===== config.mk =====
export PLATFORM = sky130hd
export DESIGN_NAME = fcdi_top
export DESIGN_NICKNAME = d
export VERILOG_FILES = /design/src/core/fcdi_pkg.sv /design/src/core/fcdi_cfg_if.sv /design/src/core/fcdi_tdr_view.sv /design/src/core/fcdi_pin_ctrl.sv /design/src/core/fcdi_top.sv
export VERILOG_INCLUDE_DIRS = /design/src /design/src/core
export SDC_FILE = /design/constraint.sdc
export NUM_CORES = 1
export LEC_CHECK = 0
export BUFFER_PORTS_ARGS = -buffer_cell sky130_fd_sc_hd__buf_2
export CAP_MARGIN = 20
export CELL_PAD_IN_SITES_DETAIL_PLACEMENT = 0
export CELL_PAD_IN_SITES_GLOBAL_PLACEMENT = 1
export CORE_MARGIN = 10
export CORE_UTILIZATION = 33
export CTS_CLUSTER_SIZE = 16
export DETAILED_ROUTE_END_ITERATION = 8
export PLACE_DENSITY_LB_ADDON = 0.1
export SETUP_SLACK_MARGIN = 0.02
export SYNTH_ARGS = -nofsm -noshare
export SYNTH_HDL_FRONTEND = slang
export SYNTH_SLANG_ARGS = --single-unit
export TNS_END_PERCENT = 10

===== constraint.sdc =====
create_clock -name i_core_clk -period 1.2 [get_ports i_core_clk]
set_input_delay 0.12 -clock i_core_clk [delete_from_list [all_inputs] [get_ports i_core_clk]]
set_output_delay 0.12 -clock i_core_clk [all_outputs]
set_load 0.02 [all_outputs]

===== src/core/fcdi_params.svh =====
// Offsets, field positions, reset values and masks of the floppy configuration bank
`ifndef FCDI_PARAMS_SVH
`define FCDI_PARAMS_SVH

`define FCDI_IDX_ACTIVATE       8'h30
`define FCDI_IDX_FLOPPY_CONFIG  8'hf0
`define FCDI_IDX_DRIVE_IDENTIFICATION       8'hf1

`define FCDI_RST_ACTIVATE       8'h00
`define FCDI_RST_FLOPPY_CONFIG  8'h24
`define FCDI_RST_DRIVE_IDENTIFICATION       8'h00

`define FCDI_MASK_ACTIVATE      8'h01
`define FCDI_MASK_FLOPPY_CONFIG 8'h6d
`define FCDI_MASK_DRIVE_IDENTIFICATION      8'h0f

`define FCDI_BIT_ACTIVE         0
`define FCDI_BIT_TDR_MODE       6
`define FCDI_BIT_DENS_POL       5
`define FCDI_BIT_FORCE_WP       3
`define FCDI_BIT_DRIVE_MODE     2
`define FCDI_BIT_TRISTATE       0

`define FCDI_ID_DRV1_HI         3
`define FCDI_ID_DRV1_LO         2
`define FCDI_ID_DRV0_HI         1
`define FCDI_ID_DRV0_LO         0

`define FCDI_TDR_CLASSIC_UPPER  6'h3f
`define FCDI_RDATA_IDLE         8'h00

`endif


===== src/core/fcdi_pkg.sv =====
// Types shared by the floppy configuration bank
package fcdi_pkg;

    typedef logic [7:0] fcdi_byte_t;
    typedef logic [1:0] fcdi_id_pair_t;

    typedef enum logic [1:0] {
        FCDI_SEL_NONE     = 2'b00,
        FCDI_SEL_ACTIVATE = 2'b01,
        FCDI_SEL_CONFIG   = 2'b10,
        FCDI_SEL_DRIVE_IDENTIFICATION = 2'b11
    } fcdi_sel_e;

endpackage : fcdi_pkg


===== src/core/fcdi_cfg_if.sv =====
// Decoded configuration fields from the register bank to its consumers
`timescale 1ns/100ps
`default_nettype none

interface fcdi_cfg_if;
    import fcdi_pkg::*;

    logic          tdr_enhanced;
    logic          dens_pol_high;
    logic          force_wp;
    logic          classic_mode;
    logic          tristate_en;
    logic          active;
    fcdi_id_pair_t drive0_id;
    fcdi_id_pair_t drive1_id;

    modport regs (
        output tdr_enhanced, dens_pol_high, force_wp, classic_mode,
        output tristate_en, active, drive0_id, drive1_id
    );

    modport view (
        input tdr_enhanced, dens_pol_high, force_wp, classic_mode,
        input tristate_en, active, drive0_id, drive1_id
    );
endinterface : fcdi_cfg_if

`default_nettype wire


===== src/core/fcdi_tdr_view.sv =====
// Read value of the tape drive register as shaped by the configuration
`timescale 1ns/100ps
`default_nettype none
`include "fcdi_params.svh"

module fcdi_tdr_view
    import fcdi_pkg::*;
(
    // Clock and reset
    input  wire logic  i_core_clk,
    input  wire logic  i_sys_rst,
    // Configuration
    fcdi_cfg_if.view   cfg,
    // Controller core
    input  wire logic  i_drive_sel,
    input  wire logic [1:0] i_tape_sel,
    output logic [7:0] o_tdr_value
);
    fcdi_id_pair_t id_sel;
    fcdi_byte_t    tdr_next;

    always_comb begin
        id_sel = i_drive_sel ? cfg.drive1_id : cfg.drive0_id;
        if (cfg.tdr_enhanced) begin
            // Bits 7:6 and 3:2 read as zero in enhanced mode
            tdr_next = {2'b00, id_sel, 2'b00, i_tape_sel};
        end else begin
            tdr_next = {`FCDI_TDR_CLASSIC_UPPER, i_tape_sel};
        end
    end

    always_ff @(posedge i_core_clk) begin
        if (i_sys_rst) begin
            o_tdr_value <= {`FCDI_TDR_CLASSIC_UPPER, 2'b00};
        end else begin
            o_tdr_value <= tdr_next;
        end
    end
endmodule : fcdi_tdr_view

`default_nettype wire


===== src/core/fcdi_pin_ctrl.sv =====
// Drive pin shaping: density polarity, write protection, output float
`timescale 1ns/100ps
`default_nettype none
`include "fcdi_params.svh"

module fcdi_pin_ctrl
    import fcdi_pkg::*;
(
    // Clock and reset
    input  wire logic i_core_clk,
    input  wire logic i_sys_rst,
    // Configuration
    fcdi_cfg_if.view  cfg,
    // Controller core
    input  wire logic i_high_rate,
    input  wire logic i_write_gate_req,
    input  wire logic i_write_protect_n,
    output logic      o_write_protect,
    output logic      o_classic_drive_mode,
    // Drive pins
    output logic      o_density_select_output_out,
    output logic      o_density_select_output_oe,
    output logic      o_write_gate_n_out,
    output logic      o_write_gate_n_oe
);
    logic protect;
    logic float_pins;

    assign protect    = cfg.force_wp | ~i_write_protect_n;
    assign float_pins = cfg.tristate_en & ~cfg.active;

    always_ff @(posedge i_core_clk) begin
        if (i_sys_rst) begin
            o_write_protect             <= 1'b0;
            o_classic_drive_mode        <= 1'b1;
            o_density_select_output_out <= 1'b0;
            o_write_gate_n_out          <= 1'b1;
        end else begin
            o_write_protect             <= protect;
            o_classic_drive_mode        <= cfg.classic_mode;
            o_density_select_output_out <= cfg.dens_pol_high ? i_high_rate : ~i_high_rate;
            // Protection wins over any gate request from the core
            o_write_gate_n_out          <= ~(i_write_gate_req & ~protect);
        end
    end

    always_ff @(posedge i_core_clk) begin
        if (i_sys_rst) begin
            o_density_select_output_oe <= 1'b1;
            o_write_gate_n_oe          <= 1'b1;
        end else begin
            o_density_select_output_oe <= ~float_pins;
            o_write_gate_n_oe          <= ~float_pins;
        end
    end
endmodule : fcdi_pin_ctrl

`default_nettype wire


===== src/core/fcdi_top.sv =====
// Floppy controller configuration and drive identification register bank
//
// Chosen here: the plain strobed port.
`timescale 1ns/100ps
`default_nettype none
`include "fcdi_params.svh"

module fcdi_top
    import fcdi_pkg::*;
(
    // Clock and reset
    input  wire logic       i_core_clk,
    input  wire logic       i_sys_rst,
    // Register port
    input  wire logic [7:0] i_addr,
    input  wire logic [7:0] i_wdata,
    input  wire logic       i_wr,
    input  wire logic       i_rd,
    output logic      [7:0] o_rdata,
    // Controller core
    input  wire logic       i_drive_sel,
    input  wire logic [1:0] i_tape_sel,
    input  wire logic       i_high_rate,
    input  wire logic       i_write_gate_req,
    output logic      [7:0] o_tdr_value,
    output logic            o_write_protect,
    output logic            o_classic_drive_mode,
    // Drive pins
    input  wire logic       i_write_protect_n,
    output logic            o_density_select_output_out,
    output logic            o_density_select_output_oe,
    output logic            o_write_gate_n_out,
    output logic            o_write_gate_n_oe
);
    function automatic fcdi_sel_e fcdi_decode(input fcdi_byte_t addr);
        if (addr == `FCDI_IDX_ACTIVATE) begin
            fcdi_decode = FCDI_SEL_ACTIVATE;
        end else if (addr == `FCDI_IDX_FLOPPY_CONFIG) begin
            fcdi_decode = FCDI_SEL_CONFIG;
        end else if (addr == `FCDI_IDX_DRIVE_IDENTIFICATION) begin
            fcdi_decode = FCDI_SEL_DRIVE_IDENTIFICATION;
        end else begin
            fcdi_decode = FCDI_SEL_NONE;
        end
    endfunction : fcdi_decode

    fcdi_byte_t activate_reg;
    fcdi_byte_t floppy_config_reg;
    fcdi_byte_t drive_identification_reg;
    fcdi_byte_t rdata_next;
    fcdi_sel_e  wr_sel;
    fcdi_sel_e  rd_sel;

    fcdi_cfg_if cfg ();

    assign wr_sel = fcdi_decode(i_addr);
    assign rd_sel = fcdi_decode(i_addr);

    // Reserved bits are masked at the write so they can never steer anything
    always_ff @(posedge i_core_clk) begin
        if (i_sys_rst) begin
            activate_reg <= `FCDI_RST_ACTIVATE;
        end else if (i_wr && wr_sel == FCDI_SEL_ACTIVATE) begin
            activate_reg <= i_wdata & `FCDI_MASK_ACTIVATE;
        end
    end

    always_ff @(posedge i_core_clk) begin
        if (i_sys_rst) begin
            floppy_config_reg <= `FCDI_RST_FLOPPY_CONFIG;
        end else if (i_wr && wr_sel == FCDI_SEL_CONFIG) begin
            floppy_config_reg <= i_wdata & `FCDI_MASK_FLOPPY_CONFIG;
        end
    end

    always_ff @(posedge i_core_clk) begin
        if (i_sys_rst) begin
            drive_identification_reg <= `FCDI_RST_DRIVE_IDENTIFICATION;
        end else if (i_wr && wr_sel == FCDI_SEL_DRIVE_IDENTIFICATION) begin
            drive_identification_reg <= i_wdata & `FCDI_MASK_DRIVE_IDENTIFICATION;
        end
    end

    always_comb begin
        rdata_next = `FCDI_RDATA_IDLE;
        if (i_rd) begin
            if (rd_sel == FCDI_SEL_ACTIVATE) begin
                rdata_next = activate_reg;
            end else if (rd_sel == FCDI_SEL_CONFIG) begin
                rdata_next = floppy_config_reg;
            end else if (rd_sel == FCDI_SEL_DRIVE_IDENTIFICATION) begin
                rdata_next = drive_identification_reg;
            end
        end
    end

    // Read data valid only in the cycle after the strobe, zero otherwise
    always_ff @(posedge i_core_clk) begin
        if (i_sys_rst) begin
            o_rdata <= `FCDI_RDATA_IDLE;
        end else begin
            o_rdata <= rdata_next;
        end
    end

    assign cfg.active        = activate_reg[`FCDI_BIT_ACTIVE];
    assign cfg.tdr_enhanced  = floppy_config_reg[`FCDI_BIT_TDR_MODE];
    assign cfg.dens_pol_high = floppy_config_reg[`FCDI_BIT_DENS_POL];
    assign cfg.force_wp      = floppy_config_reg[`FCDI_BIT_FORCE_WP];
    assign cfg.classic_mode  = floppy_config_reg[`FCDI_BIT_DRIVE_MODE];
    assign cfg.tristate_en   = floppy_config_reg[`FCDI_BIT_TRISTATE];
    assign cfg.drive1_id     = drive_identification_reg[`FCDI_ID_DRV1_HI:`FCDI_ID_DRV1_LO];
    assign cfg.drive0_id     = drive_identification_reg[`FCDI_ID_DRV0_HI:`FCDI_ID_DRV0_LO];

    fcdi_tdr_view fcdi_tdr_view_i (
        .i_core_clk  (i_core_clk),
        .i_sys_rst   (i_sys_rst),
        .cfg         (cfg.view),
        .i_drive_sel (i_drive_sel),
        .i_tape_sel  (i_tape_sel),
        .o_tdr_value (o_tdr_value)
    );

    fcdi_pin_ctrl fcdi_pin_ctrl_i (
        .i_core_clk                  (i_core_clk),
        .i_sys_rst                   (i_sys_rst),
        .cfg                         (cfg.view),
        .i_high_rate                 (i_high_rate),
        .i_write_gate_req            (i_write_gate_req),
        .i_write_protect_n           (i_write_protect_n),
        .o_write_protect             (o_write_protect),
        .o_classic_drive_mode        (o_classic_drive_mode),
        .o_density_select_output_out (o_density_select_output_out),
        .o_density_select_output_oe  (o_density_select_output_oe),
        .o_write_gate_n_out          (o_write_gate_n_out),
        .o_write_gate_n_oe           (o_write_gate_n_oe)
    );
endmodule : fcdi_top

`default_nettype wire


==> reports/qor.yml <==
status:
  status: "completed"
route:
  drc: 0
  num_vias: 775
  wl_um: 2380
  wl_per_cell_um: 12.6
  drt.antenna.violating_nets: 0
  routed_via_density: 4.12
  dr.pass1.iters: 4
  drt_iter0_drc: 24
sta:
  rsz0062_at_grt: "no"
  hold_viol: 0
  fin_crit_sh_pct: 81.3
  setup_tns_ns: 0
  fin_crit_ns: 0.976
  slew_viol_final: 0
  max_freq_ghz: 1.02
  clock_skew_ns: 0.00555
  setup_viol: 0
die:
  pin_count: 48
  core-area_um2: 3030
  die-area_um2: 5790
  row_count: 20
  die_w_um: 76.1
  die_h_um: 76.1
  start_util_pct: 34.3
worst_setup_path:
  cpLargestDelayFamily: "flip-flops"
  crit_path_max_fanout: 4
  start_kind: "flip-flop"
  r2r-start: "floppy_config_reg[6]"
  crit_type: "reg2out"
  crit_path_end_kind: "output port"
  cp.required_ns: 1.08
  path_cells: "buf_2"
  arrival_ns: 0.86
  crit_slowest_cell: "dfxtp_1"
  cpPeakStageDelay_ns: 0.37
  crit_start: "fcdi_tdr_view_i.o_tdr_value[6]"
  path_buf_inv: 1
synth:
  yosysSeqAreaShare_pct: 50.1
  synth_top_cells_by_count: "dfxtp_1 (26), mux2i_1 (14), nand2b_1 (12)"
  synth-edff-count: 0
  yosys-top-cells-area: "dfxtp_1 (50%), mux2i_1 (13%), nand2b_1 (7.2%), buf_4 (5.1%), nor2_1 (3.3%)"
  yosys.area.top_type: "dfxtp_1"
  ys_types: 25
  yosysWarnings: 0
  synthMostInstantiatedCell: "dfxtp_1"
  async_flop_share_pct: 0
  synthFlopType: "dfxtp_1"
  syn_avg_cell_area_um2: 10.3
  synth.top_cell.area_share_pct: 50.1
  postSynthCellCount: 101
  syn_area_um2: 1040
  ys_seq_elements: 26
hold_path:
  hold_class: "in2reg"
  worstHoldStart: "i_high_rate"
placed_design:
  placement.io_buffers: 43
  gp_congestion: 0.707
  place_hpwl_um: 1910
layout:
  drive_above_1_share_pct: 37.5
  largest_reg_flops: 6
  antenna_cells: 0
  area_growth_pct: 29.2
  fin_nets: 171
clocking:
  cts_sinks: 26
  cts_tree: "done"
  post-cts-setup-buffer-count: 0
  cts_hold_buf: 3
  cts_resized: 0
  cts-buffers-inserted: 3
  clockRootBuffer: "clkbuf_4"
  cts.clk_slew.worst_paths_ns: 0.14
  htreeDepth: 1
  clk_latency_ns: 0.32
  cts_max_path_buffers: 2
global_routing:
  grt_max_degree: 17
  antenna_found_initial: 0
  grt_pass1_vias: 871
  grt_overflow: 0
  grt_pass1_wl_um: 4060
  grt.total_usage_pct: 8.43
power_and_ir_drop:
  leakage_nw: 0.573
  power_density_nw_per_um2: 1190
  ir_worst_vdd_v: 0.000580
  design_power_total_mw: 1.60
job:
  drv_cap: 0
power breakdown:
group          switching (mW)  total (mW)  internal, mW  leakage (nW)
sequential            0.00200       0.874         0.872         0.211
clock                   0.258       0.596         0.338        0.0279
combinational          0.0668       0.132        0.0650         0.334
worst register-to-register path: stages (launching register included):
cell and delay [ns]:
dfxtp_1 0.34, nor2b_1 0.21, inv_1 0.08, mux2i_1 0.13
routing by layer:
| metal | vias to the layer above | wire length [um] | track usage, % |
|---|---|---|---|
| li1 | 407 | - | - |
| met1 | 333 | 1060 | 9.12 |
| met2 | 33 | 1040 | 13.9 |
| met3 | 2 | 254 | 4.36 |
| met4 | 0 | 18 | 2.79 |
| met5 | - | 0 | 0 |
cells by family (layout without fill, tap and decap cells):
group                     count (synthesis)  after routing  synth area share, %
other                                     1              2                0.361
buffers and inverters                    13             55                 8.07
muxes                                    15             15                 14.6
DFF                                      26             26                 50.1
and+or+nand+nor                          44             44                 25.5
xor gates and xnor gates                  1              1                0.844
AOI/OAI and AO/OA                         1              1                0.481
cell usage in the layout (no fill, tap or decap), types with 2 or more instances in the layout:
| cell | n |
|---|---|
| inv_1 | 2 |
| nor3b_1 | 2 |
| clkbuf_4 | 3 |
| nor2b_1 | 5 |
| dlygate4sd3_1 | 3 |
| nand2b_1 | 12 |
| conb_1 | 2 |
| nor2_1 | 9 |
| nand4_1 | 2 |
| mux2i_1 | 14 |
| nor3_1 | 2 |
| nand2_1 | 5 |
| buf_4 | 3 |
| dfxtp_1 | 26 |
| buf_2 | 43 |
metrics by stage:
step                      worst slack, ns  hold WS (ns)  instances  utilization [%]  area, um^2
after floorplan                     0.271         0.204        102                -        1040
after global placement           -0.00923         0.312        181             41.6        1260
after detailed placement          -0.0344         0.316        181             41.6        1260
after CTS                           0.201        0.0326        188             44.3        1340
after global routing                0.124        0.0286        188             44.3        1340
final                               0.224        0.0392        188             44.3        1340
final timing paths:
check,to,slack (ns),cells past startpoint
setup reg to reg,floppy_config_reg[6],0.38,3
hold / removal,fcdi_pin_ctrl_i.o_density_select_output_out,0.04,3
setup / recovery,o_tdr_value[7],0.22,1
hold reg to reg,o_rdata[1],0.46,2
cell type report:
| cell class | count | area, um^2 |
|---|---|---|
| Multi-Input combinational cell | 63 | 438 |
| Fill cell | 313 | 1690 |
| Clock inverter | 1 | 30.0 |
| Tap cell | 44 | 55.1 |
| Inverter | 2 | 7.51 |
| Sequential cell | 26 | 520 |
| Clock buffer | 3 | 22.5 |
| Timing Repair Buffer | 49 | 268 |
Note: power is estimated with default switching activity, not from simulation.
